<file path="config.mk">
export PLATFORM = sky130hd
export DESIGN_NAME = timer_group_mode_control
export DESIGN_NICKNAME = d
export VERILOG_FILES = /design/src/timer_group_pkg.sv /design/src/measure_channel.sv /design/src/timer_group_mode_control.sv
export SDC_FILE = /design/constraint.sdc
export NUM_CORES = 1
export LEC_CHECK = 0
export ABC_AREA = 0
export BUFFER_PORTS_ARGS = -buffer_cell sky130_fd_sc_hd__buf_2
export CAP_MARGIN = 40
export CORE_UTILIZATION = 51
export CTS_CLUSTER_DIAMETER = 40
export DETAILED_ROUTE_END_ITERATION = 6
export MAX_ROUTING_LAYER = met4
export PLACE_DENSITY = 0.8
export SLEW_MARGIN = 0
export SYNTH_ARGS = -nofsm -noshare
export SYNTH_HDL_FRONTEND = slang
export SYNTH_SLANG_ARGS = --single-unit
</file>
<file path="constraint.sdc">
create_clock -name i_clock -period 2.4 [get_ports i_clock]
set_input_delay 0.12 -clock i_clock [delete_from_list [all_inputs] [get_ports i_clock]]
set_output_delay 0.12 -clock i_clock [all_outputs]
set_load 0.1 [all_outputs]
</file>
<file path="src/timer_group_pkg.sv">
// Constants, field layout and mode codes of the timer group mode control block
package timer_group_pkg;

  // ----------------------------------------------------------------
  // Register indices (byte address is four times the index)
  // ----------------------------------------------------------------
  localparam logic [31:0] MODE_CTRL_IDX = 32'h0080031a;
  localparam logic [31:0] RUN_CTRL_IDX = 32'h00800320;
  localparam logic [31:0] STATUS_IDX = 32'h00800322;
  localparam logic [31:0] MEAS_CH0_IDX = 32'h00800324;
  localparam logic [31:0] MEAS_CH3_IDX = 32'h00800326;
  localparam logic [31:0] COUNT_CH0_IDX = 32'h00800328;
  localparam logic [31:0] COUNT_CH3_IDX = 32'h0080032a;

  // ----------------------------------------------------------------
  // Mode control word layout
  // ----------------------------------------------------------------
  localparam int MODE_W = 3;
  localparam int CH3_EEN_BIT = 0;
  localparam int CH3_MODE_LSB = 1;
  localparam int CH2_RSV_BIT = 4;
  localparam int CH2_MODE_LSB = 5;
  localparam int CH1_RSV_BIT = 8;
  localparam int CH1_MODE_LSB = 9;
  localparam int CH0_SRC_BIT = 12;
  localparam int CH0_MODE_LSB = 13;
  localparam logic [15:0] MODE_CTRL_RESET = 16'h0000;

  // ----------------------------------------------------------------
  // Run control and status layout
  // ----------------------------------------------------------------
  localparam int RUN_CH0_BIT = 0;
  localparam int RUN_CH3_BIT = 3;
  localparam logic [3:0] RUN_CTRL_RESET = 4'h0;
  localparam int STAT_CH0_CAP_BIT = 0;
  localparam int STAT_CH3_CAP_BIT = 3;
  localparam logic [3:0] STATUS_RESET = 4'h0;

  // ----------------------------------------------------------------
  // Counter values
  // ----------------------------------------------------------------
  localparam logic [15:0] COUNT_RELOAD = 16'hffff;
  localparam logic [15:0] COUNT_RESET = 16'hffff;
  localparam logic [15:0] MEASURE_RESET = 16'h0000;

  // ----------------------------------------------------------------
  // Enable/measure source codes of the shared ch3/ch4 field
  // ----------------------------------------------------------------
  localparam logic [1:0] SRC_EVENT_BUS2 = 2'h2;
  localparam logic [1:0] SRC_EVENT_BUS3 = 2'h3;

  typedef enum logic [2:0]
  {
    MODE_SINGLE_SHOT = 3'h0,
    MODE_DELAYED_SHOT = 3'h1,
    MODE_CONTINUOUS = 3'h2,
    MODE_PULSE_WIDTH = 3'h3,
    MODE_MEASURE_CLEAR = 3'h4,
    MODE_MEASURE_FREE = 3'h5,
    MODE_NOISE = 3'h6
  } op_mode_e;

  function automatic logic is_measure(input logic [2:0] mode);
    is_measure = (mode == MODE_MEASURE_CLEAR) || (mode == MODE_MEASURE_FREE);
  endfunction

  // Top two bits set means noise processing (11X)
  function automatic logic is_noise(input logic [2:0] mode);
    is_noise = mode[2] & mode[1];
  endfunction

  function automatic logic [31:0] byte_addr(input logic [31:0] idx);
    byte_addr = {idx[29:0], 2'b00};
  endfunction

endpackage

</file>
<file path="src/measure_channel.sv">
// Measure-mode counter and capture latch of one capture-capable channel
module measure_channel
  import timer_group_pkg::*;
(
  // Clock and reset
  input wire logic i_clock,
  input wire logic i_rst,
  // Control
  input wire logic i_run,
  input wire logic i_tick,
  input wire logic [2:0] i_mode,
  input wire logic i_ext_enable,
  input wire logic i_capture,
  // Results
  output logic [15:0] o_count,
  output logic [15:0] o_measure,
  output logic o_captured
);
  import timer_group_pkg::*;

  logic capture_prev_ff;
  logic [15:0] count_ff;
  logic [15:0] measure_ff;
  logic captured_ff;
  logic [15:0] nxt_count;
  wire capture_edge = i_capture & ~capture_prev_ff;
  wire measuring = is_measure(i_mode) & i_run;
  // Capture latches even with the external input gated off
  wire do_capture = measuring & capture_edge;
  // Reload only when the external input is admitted
  wire do_reload = do_capture & (i_mode == MODE_MEASURE_CLEAR) & i_ext_enable;

  always_comb
  begin
    nxt_count = count_ff;
    if (do_reload)
    begin
      nxt_count = COUNT_RELOAD;
    end
    else if (measuring & i_tick)
    begin
      // Natural wrap: 0000 minus one is ffff
      nxt_count = count_ff - 16'h0001;
    end
  end

  always_ff @(posedge i_clock)
  begin
    if (i_rst)
    begin
      capture_prev_ff <= 1'b0;
      count_ff <= COUNT_RESET;
      measure_ff <= MEASURE_RESET;
      captured_ff <= 1'b0;
    end
    else
    begin
      capture_prev_ff <= i_capture;
      count_ff <= nxt_count;
      captured_ff <= do_capture;
      if (do_capture)
      begin
        measure_ff <= count_ff;
      end
    end
  end

  assign o_count = count_ff;
  assign o_measure = measure_ff;
  assign o_captured = captured_ff;
endmodule

</file>
<file path="src/timer_group_mode_control.sv">
// APB mode control word for timer channels 0 to 3 with capture handling
//
// Overview of operation
// - Bits 3..1 pick channel 3 mode
// - Bits 15..13 pick channel 0 mode
// - Bits 11..9 channel 1 mode, 11X banned
// - Bits 7..5 channel 2 mode, 11X banned
// - Bit 0 gates channel 3 external input
// - Bits 4 and 8 inert, read zero
// - Bit 12 routes pin three to channel 0
// - Channel 3 source comes from channel 4 word
// - Measure capture latches count even input gated
// - Channels 1 and 2 never capture
// - Measure-clear capture reloads counter to ffff, on channel 3 only with bit 0 set
// - Free-run capture leaves count, underflow wraps
//
// Added by the designer: the APB interface to the registers.
module timer_group_mode_control
  import timer_group_pkg::*;
(
  // Clock and reset
  input wire logic i_clock,
  input wire logic i_rst,
  // APB slave
  input wire logic i_psel,
  input wire logic i_penable,
  input wire logic i_pwrite,
  input wire logic [31:0] i_paddr,
  input wire logic [31:0] i_pwdata,
  input wire logic [3:0] i_pstrb,
  output logic [31:0] o_prdata,
  output logic o_pready,
  output logic o_pslverr,
  // Count tick and capture sources
  input wire logic i_count_tick,
  input wire logic i_timer_input_pin_three,
  input wire logic [3:0] i_input_event_bus,
  input wire logic [1:0] i_ch3_ch4_source_select,
  // Decoded control to the channel datapaths
  output logic [2:0] o_ch0_mode_select,
  output logic [2:0] o_ch1_mode_select,
  output logic [2:0] o_ch2_mode_select,
  output logic [2:0] o_ch3_mode_select,
  output logic o_ch3_external_input_enable,
  output logic o_ch0_source_select,
  // Enable/measure inputs after source selection
  output logic o_ch0_measure_input,
  output logic o_ch3_measure_input,
  // Capture results
  output logic [15:0] o_ch0_measure,
  output logic [15:0] o_ch3_measure,
  output logic o_ch0_captured,
  output logic o_ch3_captured
);
  import timer_group_pkg::*;

  // ----------------------------------------------------------------
  // Registers
  // ----------------------------------------------------------------
  logic [2:0] ch0_mode_ff;
  logic [2:0] ch1_mode_ff;
  logic [2:0] ch2_mode_ff;
  logic [2:0] ch3_mode_ff;
  logic ch3_een_ff;
  logic ch0_src_ff;
  logic [3:0] run_ff;
  logic [3:0] status_ff;
  logic [31:0] prdata_ff;
  logic pslverr_ff;
  logic [3:0] nxt_status;
  logic [3:0] run_bits;

  logic [15:0] ch0_count;
  logic [15:0] ch3_count;
  logic [15:0] ch0_meas;
  logic [15:0] ch3_meas;
  logic ch0_cap;
  logic ch3_cap;

  // ----------------------------------------------------------------
  // Address decode
  // ----------------------------------------------------------------
  wire sel_mode = (i_paddr == byte_addr(MODE_CTRL_IDX));
  wire sel_run = (i_paddr == byte_addr(RUN_CTRL_IDX));
  wire sel_status = (i_paddr == byte_addr(STATUS_IDX));
  wire sel_meas0 = (i_paddr == byte_addr(MEAS_CH0_IDX));
  wire sel_meas3 = (i_paddr == byte_addr(MEAS_CH3_IDX));
  wire sel_count0 = (i_paddr == byte_addr(COUNT_CH0_IDX));
  wire sel_count3 = (i_paddr == byte_addr(COUNT_CH3_IDX));
  wire mapped = sel_mode | sel_run | sel_status | sel_meas0 | sel_meas3 |
                sel_count0 | sel_count3;
  wire read_only = sel_meas0 | sel_meas3 | sel_count0 | sel_count3;

  wire setup_phase = i_psel & ~i_penable;
  wire access_done = i_psel & i_penable;
  // Byte writes to the mode word are refused with an error
  wire half_ok = (i_pstrb[1:0] == 2'b11);
  wire bad_write = i_pwrite & ((sel_mode & ~half_ok) | read_only);
  wire setup_err = ~mapped | bad_write;
  wire wr_ok = access_done & i_pwrite & ~pslverr_ff;
  wire wr_mode = wr_ok & sel_mode;
  wire wr_run = wr_ok & sel_run;
  wire wr_status = wr_ok & sel_status;

  // ----------------------------------------------------------------
  // Write data fields
  // ----------------------------------------------------------------
  wire [2:0] wr_ch0_mode = i_pwdata[CH0_MODE_LSB +: MODE_W];
  wire [2:0] wr_ch1_mode = i_pwdata[CH1_MODE_LSB +: MODE_W];
  wire [2:0] wr_ch2_mode = i_pwdata[CH2_MODE_LSB +: MODE_W];
  wire [2:0] wr_ch3_mode = i_pwdata[CH3_MODE_LSB +: MODE_W];
  // Banned codes on channels 1 and 2 keep the previous mode
  wire ch1_mode_ok = ~is_noise(wr_ch1_mode);
  wire ch2_mode_ok = ~is_noise(wr_ch2_mode);

  // ----------------------------------------------------------------
  // Read-back of the mode word, reserved bits as zero
  // ----------------------------------------------------------------
  logic [15:0] mode_word;
  always_comb
  begin
    mode_word = MODE_CTRL_RESET;
    mode_word[CH3_EEN_BIT] = ch3_een_ff;
    mode_word[CH3_MODE_LSB +: MODE_W] = ch3_mode_ff;
    mode_word[CH2_RSV_BIT] = 1'b0;
    mode_word[CH2_MODE_LSB +: MODE_W] = ch2_mode_ff;
    mode_word[CH1_RSV_BIT] = 1'b0;
    mode_word[CH1_MODE_LSB +: MODE_W] = ch1_mode_ff;
    mode_word[CH0_SRC_BIT] = ch0_src_ff;
    mode_word[CH0_MODE_LSB +: MODE_W] = ch0_mode_ff;
  end

  // ----------------------------------------------------------------
  // Read data selection
  // ----------------------------------------------------------------
  // Taken in setup, so a running count reads one tick old
  wire [31:0] rd_value =
    sel_mode ? {16'h0000, mode_word} :
    sel_run ? {28'h0000000, run_ff} :
    sel_status ? {28'h0000000, status_ff} :
    sel_meas0 ? {16'h0000, ch0_meas} :
    sel_meas3 ? {16'h0000, ch3_meas} :
    sel_count0 ? {16'h0000, ch0_count} :
    sel_count3 ? {16'h0000, ch3_count} :
    32'h00000000;

  // ----------------------------------------------------------------
  // Mode control word
  // ----------------------------------------------------------------
  always_ff @(posedge i_clock)
  begin
    if (i_rst)
    begin
      ch0_mode_ff <= MODE_SINGLE_SHOT;
      ch1_mode_ff <= MODE_SINGLE_SHOT;
      ch2_mode_ff <= MODE_SINGLE_SHOT;
      ch3_mode_ff <= MODE_SINGLE_SHOT;
      ch3_een_ff <= 1'b0;
      ch0_src_ff <= 1'b0;
    end
    else if (wr_mode)
    begin
      ch0_mode_ff <= wr_ch0_mode;
      ch3_mode_ff <= wr_ch3_mode;
      ch3_een_ff <= i_pwdata[CH3_EEN_BIT];
      ch0_src_ff <= i_pwdata[CH0_SRC_BIT];
      if (ch1_mode_ok)
      begin
        ch1_mode_ff <= wr_ch1_mode;
      end
      if (ch2_mode_ok)
      begin
        ch2_mode_ff <= wr_ch2_mode;
      end
    end
  end

  // ----------------------------------------------------------------
  // Run control write value
  // ----------------------------------------------------------------
  // Counters exist for channels 0 and 3 only; other run bits stay zero
  always_comb
  begin
    run_bits = 4'h0;
    run_bits[RUN_CH0_BIT] = i_pwdata[RUN_CH0_BIT];
    run_bits[RUN_CH3_BIT] = i_pwdata[RUN_CH3_BIT];
  end

  // ----------------------------------------------------------------
  // Run control and sticky capture status
  // ----------------------------------------------------------------
  // A capture in the clearing cycle survives: set wins over clear
  always_comb
  begin
    nxt_status = status_ff;
    if (wr_status)
    begin
      nxt_status = status_ff & ~i_pwdata[3:0];
    end
    nxt_status[STAT_CH0_CAP_BIT] = nxt_status[STAT_CH0_CAP_BIT] | ch0_cap;
    nxt_status[STAT_CH3_CAP_BIT] = nxt_status[STAT_CH3_CAP_BIT] | ch3_cap;
  end

  always_ff @(posedge i_clock)
  begin
    if (i_rst)
    begin
      run_ff <= RUN_CTRL_RESET;
      status_ff <= STATUS_RESET;
    end
    else
    begin
      status_ff <= nxt_status;
      if (wr_run)
      begin
        run_ff <= run_bits;
      end
    end
  end

  // ----------------------------------------------------------------
  // APB answer: data and error sampled in setup, ready in access
  // ----------------------------------------------------------------
  // Error latched in setup keeps a refused write from landing in access
  wire [31:0] nxt_prdata = i_pwrite ? 32'h00000000 : rd_value;

  always_ff @(posedge i_clock)
  begin
    if (i_rst)
    begin
      prdata_ff <= 32'h00000000;
      pslverr_ff <= 1'b0;
    end
    else if (setup_phase)
    begin
      prdata_ff <= nxt_prdata;
      pslverr_ff <= setup_err;
    end
  end

  assign o_pready = access_done;
  assign o_prdata = prdata_ff;
  assign o_pslverr = access_done & pslverr_ff;

  // ----------------------------------------------------------------
  // Enable/measure source selection
  // ----------------------------------------------------------------
  wire ch0_src_in = ch0_src_ff & i_timer_input_pin_three;
  wire ch3_src_in =
    (i_ch3_ch4_source_select == SRC_EVENT_BUS2) ? i_input_event_bus[2] :
    (i_ch3_ch4_source_select == SRC_EVENT_BUS3) ? i_input_event_bus[3] :
    1'b0;

  // ----------------------------------------------------------------
  // Capture-capable channels; channels 1 and 2 get no capture unit
  // ----------------------------------------------------------------
  // Channel 0 has no enable bit in this word, so its input is always admitted
  measure_channel u_ch0
  (
    .i_clock(i_clock),
    .i_rst(i_rst),
    .i_run(run_ff[RUN_CH0_BIT]),
    .i_tick(i_count_tick),
    .i_mode(ch0_mode_ff),
    .i_ext_enable(1'b1),
    .i_capture(ch0_src_in),
    .o_count(ch0_count),
    .o_measure(ch0_meas),
    .o_captured(ch0_cap)
  );

  measure_channel u_ch3
  (
    .i_clock(i_clock),
    .i_rst(i_rst),
    .i_run(run_ff[RUN_CH3_BIT]),
    .i_tick(i_count_tick),
    .i_mode(ch3_mode_ff),
    .i_ext_enable(ch3_een_ff),
    .i_capture(ch3_src_in),
    .o_count(ch3_count),
    .o_measure(ch3_meas),
    .o_captured(ch3_cap)
  );

  // ----------------------------------------------------------------
  // Outputs
  // ----------------------------------------------------------------
  assign o_ch0_mode_select = ch0_mode_ff;
  assign o_ch1_mode_select = ch1_mode_ff;
  assign o_ch2_mode_select = ch2_mode_ff;
  assign o_ch3_mode_select = ch3_mode_ff;
  assign o_ch3_external_input_enable = ch3_een_ff;
  assign o_ch0_source_select = ch0_src_ff;
  assign o_ch0_measure_input = ch0_src_in;
  // Pin view is gated by the enable; capture still sees the raw source
  assign o_ch3_measure_input = ch3_src_in & ch3_een_ff;
  assign o_ch0_measure = ch0_meas;
  assign o_ch3_measure = ch3_meas;
  assign o_ch0_captured = ch0_cap;
  assign o_ch3_captured = ch3_cap;
endmodule

</file>
Word level (Yosys, flattened, before mapping)
Index checks and enable logic that the tools add are counted.
{ "word_totals": {"regBits": 121, "latch_bits": 0, "mem_bits_rw": 0, "romBits": 0, "input_bits": 81, "output_inout_bits": 84, "n_memories": 0} }
{ "op_classes": {"n_addsub": 2, "mul": 0, "div_mod_pow": 0, "n_lt_le_gt_ge": 0, "n_eq_ne": 14, "n_shift": 0, "muxes": 11, "n_bitwise": 48, "n_reduce_logical": 6} }
{ "op_table": {"columns": ["op", "n"], "rows": [
  ["$eq A32 B26 Y1 const B", 7],
  ["$mux W16", 8],
  ["$sub A16 B1 Y16 const B", 2],
  ["$and A1 B1 Y1", 25],
  ["$or A1 B1 Y1", 13],
  ["$eq A3 B3 Y1 const B", 4],
  ["$not A1 Y1", 8],
  ["$eq A2 B2 Y1 const B", 3],
  ["$and A4 B4 Y4", 1],
  ["$mux W4", 1],
  ["$not A4 Y4", 1],
  ["$reduce_and A2 Y1", 2],
  ["$reduce_or A2 Y1", 2],
  ["$logic_or A1 B1 Y1", 2],
  ["$mux W1", 2]
]} }

Logic depth before layout (Yosys ltp)
Gate-level depths: netlist of run 1.
{ "logic_depth": {"word_depth": 9, "mapped_depth": 8} }

Cells and area by module
Synthesis of run 1 repeated with hierarchy kept, for this count alone.
{ "hier_totals": {"hier_cells": 608, "hier_area_um2": 5295.1} }
{ "by_module_without_submodules": {"columns": ["mod", "instances", "cells_per_inst", "area_per_inst_um2", "seq_area_each_um2"], "rows": [
  ["measure_channel", 2, 163, 1430.1, 680.7],
  ["timer_group_mode_control", 1, 282, 2434.8, 740.7]
]} }

Worst setup path after synthesis of run 1
Ideal clock, no wire load.
{ "synth_timing": {"kind": "reg2reg", "startpoint": "register ch0_mode_ff[2], in the netlist o_ch0_mode_select[2]", "endpoint": "register u_ch0.count_ff[11], in the netlist u_ch0.o_count[11]", "arrival_time_ns": 2.726, "setup_slack_ns": -0.455, "stages_incl_launch_ff": 8, "n_path_buf": 1, "path_cell_list": "dfxtp_1 > nand4b_1 > or4_1 > clkbuf_1 > nor3b_1 > nor2b_1 > xnor2_1 > nand2_1"} }
{ "synth_between": {"elab_chain_len": 6, "elab_cells_between_ends": 8, "cone_classes": "eq/ne (2); bitwise (4); reduce/logical (2)"} }
{ "synth_rtl": {"columns": ["item", "line", "source"], "rows": [
  ["from (decl)", "timer_group_mode_control.sv:60", "logic [2:0] ch0_mode_ff;"],
  ["from (signal assigned)", "timer_group_mode_control.sv:163", "ch0_mode_ff <= wr_ch0_mode;"],
  ["$eq A3 B3 Y1, on equally long branches", "timer_group_pkg.sv:64, measure_channel.sv:31", null],
  ["$logic_or A1 B1 Y1", "timer_group_pkg.sv:64", "is_measure = (mode == MODE_MEASURE_CLEAR) || (mode == MODE_MEASURE_FREE);"],
  ["$and A1 B1 Y1", "measure_channel.sv:27", "wire measuring = is_measure(i_mode) & i_run;"],
  ["$and A1 B1 Y1", "measure_channel.sv:29", "wire do_capture = measuring & capture_edge;"],
  ["$and A1 B1 Y1", "measure_channel.sv:31", "wire do_reload = do_capture & (i_mode == MODE_MEASURE_CLEAR) & i_ext_enable;"],
  ["$reduce_or A2 Y1 (no line)", null, null],
  ["to (signal assigned)", "measure_channel.sv:59", "count_ff <= nxt_count;"],
  ["to (decl)", "measure_channel.sv:22", "logic [15:0] count_ff;"]
]} }
Parallel ways exist; a longest one is shown, timed or not.
A chain may end at the register's enable or synchronous reset.

Worst setup path in the final report of run 1
{ "layout_timing": {"startpoint": "register u_ch3.count_ff[6], in the netlist u_ch3.o_count[6]", "endpoint": "register u_ch3.count_ff[14], in the netlist u_ch3.o_count[14]"} }
{ "layout_between": {"elab_chain_len": 1} }
{ "layout_rtl": {"columns": ["item", "line", "source"], "rows": [
  ["from (decl)", "measure_channel.sv:22", null],
  ["from (signal assigned)", "measure_channel.sv:59", null],
  ["$sub A16 B1 Y16", "measure_channel.sv:43", "nxt_count = count_ff - 16'h0001;"]
]} }
No other way between the ends.

==> results of run 1 <==
## state kept, by name (all words and copies together) (netlist names)
| register | count |
|---|---|
| o_prdata | 16 |
| u_ch0.capture_prev_ff | 1 |
| u_ch0.o_measure | 16 |
| o_ch3_external_input_enable | 1 |
| u_ch3.capture_prev_ff | 1 |
| run_ff | 2 |
| u_ch3.o_measure | 16 |
| o_ch1_mode_select | 3 |
| u_ch3.o_captured | 1 |
| u_ch0.o_count | 16 |
| u_ch3.o_count | 16 |
| o_ch0_source_select | 1 |
| u_ch0.o_captured | 1 |
| o_ch2_mode_select | 3 |
| o_ch0_mode_select | 3 |
| o_ch3_mode_select | 3 |
| status_ff | 4 |
| pslverr_ff | 1 |
## where the power goes
group | internal, uW | switching (uW)
Sequential | 1740 | 1.08
Clock | 599 | 629
Combinational | 65.4 | 217
Total | 2410 | 847
## area by class of cell
class | count | area, sq um | area share, %
repair buffers | 156 | 868 | 14.2
multi-input cells | 423 | 2690 | 43.9
clock buffers | 9 | 124 | 2.02
diodes | 1 | 2.50 | 0.0408
clock inverters | 7 | 103 | 1.67
flip-flops and latches | 105 | 2110 | 34.4
inverters | 18 | 70.1 | 1.14
well taps | 129 | 161 | 2.63
## layout by cell type (no fill, tap or decap), drive strengths merged, types with 6 or more instances in the layout
master         n
nor3          17
mux2          13
o21ai         20
nand2         85
nand4b         7
mux2i         37
a21oi         29
nor2          51
or4            7
a22oi         10
inv           19
nand4          6
xor2           8
buf          150
clkbuf         9
dfxtp        105
or3            9
dlygate4sd3    6
conb          16
xnor2         18
a32oi         11
nor4          18
nand3          6
## worst min-delay path by stage
stage | cells after the start | to | slack, ns | startpoint
2_1_floorplan | 1 | status_ff[1] | 0.21 | i_pwdata[1]
3_3_place_gp | 2 | status_ff[1] | 0.33 | i_pwdata[1]
3_5_place_dp | 2 | status_ff[2] | 0.33 | i_pwdata[2]
4_1_cts | 3 | o_ch0_mode_select[1] | 0.003 | i_pwdata[14]
5_1_grt | 3 | o_ch0_mode_select[1] | 0.03 | i_pwdata[14]
6_report | 3 | o_ch0_mode_select[1] | 0.02 | i_pwdata[14]
## critical path, stage by stage, from the launching register on
cell and delay, ns:
dfxtp_1 0.38, or4_1 0.57, nor3_1 0.39, nand2_1 0.13, nor4_1 0.27, xnor2_1 0.16, nand2_1 0.07
## through the flow
step           setup TNS [ns]  std cells
4_1_cts                     0        847
6_report                    0        848
2_1_floorplan         -0.0619        591
3_3_place_gp                0        823
5_1_grt                     0        848
3_5_place_dp                0        825
## routing by layer
| metal | track usage (%) | vias to the layer above |
|---|---|---|
| li1 | - | 2303 |
| met2 | 50.0 | 335 |
| met5 | - | - |
| met3 | 6.63 | 52 |
| met1 | 38.6 | 2298 |
| met4 | 17.7 | 0 |
## cell families after synthesis
logic type | count (synthesis) | share of synthesized area [%]
AO/OA/AOI/OAI | 101 | 13.7
XOR/XNOR | 26 | 4.51
adder cells (fa/ha/maj) | 2 | 0.496
buffers and inverters | 63 | 6.37
flip-flops | 105 | 41.7
multiplexers | 50 | 10.3
other | 1 | 0.0743
AND/OR/NAND/NOR | 228 | 22.9
## timing repair
action | 4_1_cts | 5_1_grt
endpoints found under the hold margin | 8 | 0
gates resized for setup | 0 | 0
hold buffers | 6 | 0
==> results.toml, run 1 <==
[status]
outcome = "complete, no violations"

[detailed_routing]
viasPerCell = 5.88
route.vias.total = 4988
first_pass_iters = 6
wire_per_inst_um = 18.2
wl_met3_um = 1490
highest_layer = "met4"
drt-total-wl_um = 15400
drt-initial-drc-count = 395
drc = 0
drt-met1-wl_um = 6180
ant_nets = 0
met2_length_um = 7100

[sta]
final.min_clock_period_ns = 2.13
fin_crit_sh_pct = 88.8
drv_slew = 0
slew_headroom_pct = 46.4
worstMarginPinSlew_ns = 0.804
rsz0062_at_grt = "no"
fin_skew_ns = 0.0151
layout_setup_ws_ns = 0.269
hold_viol_final = 0
setup_violations = 0
hold-worst-slack_ns = 0.0170
fmax_ghz = 0.469

[yosys]
syn_area_sq_um = 5050
netlist.area_leader.share_pct = 41.7
synth_edf_count = 0
ys_types = 62
yosysSeqAreaShare_pct = 41.7
ys_ff_latch = 105
syn_avg_cell_area_sq_um = 8.76
synth_common_cells = "dfxtp_1 (105), nand2_1 (85), nor2_1 (51)"
synth.largest_area_cell = "dfxtp_1"
synth_warnings = 0
yosysMostFrequentCell = "dfxtp_1"
synth-main-ff-cell = "dfxtp_1"
synth.area.top_cells = "dfxtp_1 (42%), mux2i_1 (7.3%), nand2_1 (6.3%)"
synthCells = 576
synth-async-reset-ratio_pct = 0

[clock_network]
post_cts_buffers = 0
cts_tree = "yes"
cts-root-buf = "clkbuf_8"
clk_pin_slew_ns = 0.10
cts_buffers = 9
clk_latency_ns = 0.37
cts_sinks = 105
cts.path.max_buffers = 2
htree_levels = 3

[final_layout]
fillers = 783
post-route-util_pct = 65.1
nNetsFinal = 796
drive_gt1_share_pct = 27.9
area_growth_pct = 21.4
stdcell_area_sq_um = 6130

[placed_design]
place_ws_ns = 0.139
gp_congestion = 0.927
dpl_cell_area_sq_um = 5840
io_buffer_count = 126
post-dp-hpwl_um = 11400

[power_and_ir_drop]
peakVddDrop_uv = 403
p_total_uw = 3250
cellLeakagePower_uw = 0.00269
powerDensity_nw_per_um2 = 531

[global_route]
grt_pass1_wl_um = 24300
grt_overflow = 0
grt_antenna_before_repair = 1
first_global_vias = 4889
grt_max_degree = 33
grt_use_total_pct = 32.0

[floorplanning]
ioPinCount = 165
initial_core_util_pct = 53.6
die-height_um = 101
fp.dieW_um = 101
die-area_sq_um = 10300
core-area_sq_um = 9420
rows = 35

[worst_setup_path]
cp.required_ns = 2.62
rr_startpoint = "u_ch3.o_count[6]"
cp.arrival_ns = 2.35
end_kind = "flop"
timing.rr.end = "u_ch3.o_count[14]"
critical_path.startpoint_type = "flop"
crit_end = "u_ch3.o_count[14]"
crit_type = "reg -> reg"
reg2reg_slack_ns = 0.27
reg2reg_depth = 6
startpoint = "u_ch3.o_count[6]"
crit_fanout = 5

[run]
max_cap_viol_count = 0

[hold_path]
hp-class = "in -> reg"
Power figures use the tool's default switching activity.
==> run 2, diff against run 1 <==
REMOVE_ABC_BUFFERS = 1   (was default)
==> run 2 against run 1 <==
Effect of this change:
- register-to-register slack hardly changed
- wire length is 1.2% lower
- fmax is 0.64% higher
- clock power is 7% lower
- via count is 1.4% lower
==> results.toml, run 2 (synthesis results as in run 1) <==
[status]
outcome = "complete, no violations"

[worst_setup_path]
cp.arrival_ns = 2.39
critical_path.startpoint_type = "flop"
end_kind = "flop"
crit_type = "reg -> reg"
crit_family = "simple AND/OR/NAND/NOR gates"
reg2reg_slack_ns = 0.28
max_stage_delay_ns = 0.65
path_buf_inv = 1
reg2reg_depth = 7
crit_fanout = 7
cp_cell_sequence = "nand4b_1, or4_1, nor3b_1, buf_4, nor2b_1, xnor2_1, nand2_1"
critPathSlowestCell = "or4_1"
cp.required_ns = 2.67
crit_cells = 7

[clock_network]
cts_sinks = 105
clk_latency_ns = 0.38
cts.path.max_buffers = 2
cts_buffers = 9
cts_resized = 0
cts_tree = "yes"
clk_pin_slew_ns = 0.11
cts-root-buf = "clkbuf_8"
htree_levels = 3
post_cts_buffers = 0

[sta]
drv_slew = 0
slew_headroom_pct = 43.8
fmax_ghz = 0.472
fin_skew_ns = 0.0185
final.min_clock_period_ns = 2.12
setup_tns_ns = 0
worstMarginPinSlew_ns = 0.843
setup_violations = 0
rsz0062_at_grt = "no"
fin_crit_sh_pct = 88.2
hold_viol_final = 0

[placed_design]
io_buffer_count = 126
dpl_cell_area_sq_um = 5870
dp_cells = 831
post-dp-hpwl_um = 11200
gp_congestion = 0.987

[final_layout]
fillers = 804
drive_gt1_share_pct = 27.4
nNetsFinal = 803
stdcell_count = 855
final_cell_mix = "buf_2 (126), dfxtp_1 (105), nand2_1 (85)"
post-route-util_pct = 65.3
final_common_cell = "buf_2"
area_growth_pct = 21.8
stdcell_area_sq_um = 6140

[global_route]
grt_use_total_pct = 30.6
grt_antenna_before_repair = 1
grt_overflow = 0
first_global_vias = 4607
grt_pass1_wl_um = 23400
grt_max_degree = 32

[floorplanning]
ioPinCount = 165
die-height_um = 101
fp.dieW_um = 101
core-area_sq_um = 9420
initial_core_util_pct = 53.6
rows = 35
die-area_sq_um = 10300

[power_and_ir_drop]
peakVddDrop_uv = 287
powerDensity_nw_per_um2 = 518
cellLeakagePower_uw = 0.00271

[detailed_routing]
viasPerCell = 5.75
ant_nets = 0
first_pass_iters = 5
drt-total-wl_um = 15200
wire_per_inst_um = 17.8
drc = 0
route.vias.total = 4916
drt-initial-drc-count = 307

[run]
max_cap_viol_count = 0

[hold_path]
hp-class = "in -> reg"
hold_depth = 3
run 2: cell types whose count changed in the layout (fill, tap and decap cells not counted), sizes merged:
cell / previous run / this run
clkinv: 4 / 1
dlygate4sd3: 6 / 7
clkbuf: 9 / 11
clkinvlp: 0 / 2
buf: 150 / 156
bufinv: 2 / 1
run 2: per-stage QoR:
step,hold WS (ns),total power (uW),setup slack [ns]
detailed placement,0.318,2060,0.0662
CTS,0.0171,3180,0.275
global placement,0.308,2050,0.107
finish,0.0144,3180,0.283
global route,0.0427,3270,0.122
floorplan,0.189,1950,-0.542
run 2: path summary, 6_finish.rpt:
check,from,endpoint
worst min register to register,status_ff[2],status_ff[2]
worst min-delay path,i_pwdata[14],o_ch0_mode_select[1]
worst max-delay path,o_ch0_mode_select[2],u_ch0.o_count[11]
worst max register to register,o_ch0_mode_select[2],u_ch0.o_count[11]
run 2: worst min-delay path, delay by kind of cell:
kind                   cells  cell delay [ns]
buffers and inverters      1             0.07
muxes                      1             0.05
and+or+nand+nor            1             0.09
run 2: power breakdown:
group	leakage [uW]	internal, uW	switching, uW	total, uW
clock	0.0000962	517	634	1150
combinational	0.00177	68.9	217	286
sequential	0.000847	1740	1.13	1740
run 2: repair_timing:
| item | in CTS | in global routing |
|---|---|---|
| hold endpoints to repair | 9 | 0 |
| hold buffers | 7 | 0 |
| endpoints found under the setup margin | 0 | 0 |
run 2: area by class of cell:
type / instances / area (sq um) / area share (%)
timing repair buffer: 163 / 926 / 15.1
tap: 129 / 161 / 2.63
multi-input combinational: 423 / 2680 / 43.6
antenna: 1 / 2.50 / 0.0407
clock inverter: 5 / 62.6 / 1.02
clock buffer: 11 / 141 / 2.30
inverter: 18 / 70.1 / 1.14
sequential: 105 / 2100 / 34.2
run 2: metal layers:
metal  track usage [%]  routed length (um)  vias up
met4              13.7                 497        0
met3              4.49                1230       36
met1              38.3                6460     2289
met2              48.9                7040      270
li1                  -                   -     2321
met5                 -                   0        -
==> run 3, diff against run 2 <==
CELL_PAD_IN_SITES_DETAIL_PLACEMENT = 1   (was default)
CELL_PAD_IN_SITES_GLOBAL_PLACEMENT = 2   (was default)
CORE_UTILIZATION = 29   (was 51)
PLACE_DENSITY = default   (was 0.8)
PLACE_DENSITY_LB_ADDON = 0.1   (was default)
==> run 3 against run 2 <==
Effect of this change:
- die area rose by 74%
- critical endpoint unchanged
- largest cell class unchanged
- wire length rose by 18%
- critical path type unchanged
- clock skew fell by 0.011 ns
- sequential power barely moved
- non-clock buffer count rose by 4
==> results.toml, run 3 (synthesis results as in run 1) <==
[power_and_ir_drop]
powerDensity_nw_per_um2 = 562
intPower_uw = 2680
cellLeakagePower_uw = 0.00280
peakVddDrop_uv = 310
p_switching_uw = 923
combPwrFrac_pct = 7.9
power.share.switching_pct = 25.6
power.share.clock_pct = 43.8
pwr-share-seq_pct = 48.3

[sta]
slew_headroom_pct = 39.7
fin_crit_sh_pct = 85.3
fin_skew_ns = 0.00743
worstMarginPinSlew_ns = 0.905
layout_setup_ws_ns = 0.353
final.min_clock_period_ns = 2.05
hold-worst-slack_ns = 0.0196
setup_violations = 0
setup_tns_ns = 0
hold_viol_final = 0
rsz0062_at_grt = "no"
drv_slew = 0
fmax_ghz = 0.489

[detailed_routing]
route.vias.total = 4819
drt-initial-drc-count = 251
drt-met1-wl_um = 8280
drt-total-wl_um = 17900
met2_length_um = 8850
wl_met3_um = 648
highest_layer = "met4"
drc = 0
viasPerCell = 5.08
wire_per_inst_um = 18.9
first_pass_iters = 5
ant_nets = 0

[final_layout]
final_common_cell = "buf_2"
n_antenna_cell = 0
area_growth_pct = 27.2
fillers = 2015
final_cell_mix = "buf_2 (126), dfxtp_1 (105), nand2_1 (85)"
stdcell_count = 949
post-route-util_pct = 38.3
drive_gt1_share_pct = 28.4
nNetsFinal = 807

[clock_network]
cts_tree = "yes"
clk_latency_ns = 0.35
cts.path.max_buffers = 2
cts-root-buf = "clkbuf_16"
cts_buffers = 9
cts_resized = 0
cts_sinks = 105
clk_pin_slew_ns = 0.08
htree_levels = 3

[global_route]
grt_antenna_before_repair = 0
grt_max_degree = 29
first_global_vias = 4968
grt_use_total_pct = 21.0
grt_overflow = 0
grt_pass1_wl_um = 27900

[placed_design]
gp_congestion = 0.864
place_ws_ns = -0.0110
dp_cells = 928
post-dp-hpwl_um = 13700
io_buffer_count = 126

[status]
outcome = "complete, no violations"

[worst_setup_path]
cp.required_ns = 2.64
crit_type = "reg -> reg"
critical_path.startpoint_type = "flop"
crit_fanout = 4
cp.arrival_ns = 2.29
end_kind = "flop"

[floorplanning]
die-area_sq_um = 17900
rows = 47
fp.dieW_um = 134
initial_core_util_pct = 30.1
core-area_sq_um = 16800
ioPinCount = 165
die-height_um = 134

[run]
max_cap_viol_count = 0

[hold_path]
hp-class = "in -> reg"
## run 3: changes by cell type in the layout (fill, tap and decap cells not counted), sizes merged
cell         delta
buf             +6
dlygate4sd3     -2
clkinv          +1
clkinvlp        -1
diode           -1
## run 3: final cells by class
type / count / area (sq um) / area share (%)
Sequential cell: 105 / 2100 / 32.8
Timing Repair Buffer: 167 / 971 / 15.1
Tap cell: 220 / 275 / 4.29
Clock buffer: 11 / 253 / 3.94
Clock inverter: 5 / 62.6 / 0.975
Inverter: 18 / 70.1 / 1.09
Multi-Input combinational cell: 423 / 2680 / 41.8
## run 3: what timing repair did
action | 4_1_cts | 5_1_grt
hold endpoints to repair | 5 | 0
buffers inserted | 0 | 0
hold buffers | 5 | 0
## run 3: final timing paths
| path | cells after the start | slack, ns | from | to |
|---|---|---|---|---|
| worst max-delay path | 7 | 0.35 | run_ff[0] | u_ch0.o_count[11] |
| worst min-delay path | 3 | 0.02 | i_pwdata[13] | o_ch0_mode_select[0] |
| worst max register to register | 7 | 0.35 | run_ff[0] | u_ch0.o_count[11] |
| worst min register to register | 2 | 0.45 | status_ff[2] | status_ff[2] |
## run 3: per-layer routing
| layer | vias up | track usage (%) |
|---|---|---|
| met3 | 8 | 3.10 |
| met1 | 2376 | 26.2 |
| met4 | 0 | 5.37 |
| li1 | 2328 | - |
| met5 | - | - |
| met2 | 107 | 35.4 |
## run 3: through the flow
step | cell area [sq um] | power [uW]
2_1_floorplan | 4850 | 1950
3_3_place_gp | 6040 | 2060
3_5_place_dp | 6050 | 2060
4_1_cts | 6420 | 3660
5_1_grt | 6420 | 3750
6_report | 6420 | 3610
## run 3: critical path: stages (launching register included)
cell and delay [ns]:
dfxtp_1 0.43, nand4b_1 0.22, or4_1 0.55, nor3b_1 0.23, buf_4 0.16, nor2b_1 0.16
xnor2_1 0.13, nand2_1 0.06
## run 3: power groups by stage
stage	clock network (uW)	registers, uW	logic [uW]
floorplan	0	1780	164
global placement	0	1780	277
detailed placement	0	1780	280
CTS	1630	1740	287
global route	1700	1740	304
finish	1580	1740	286
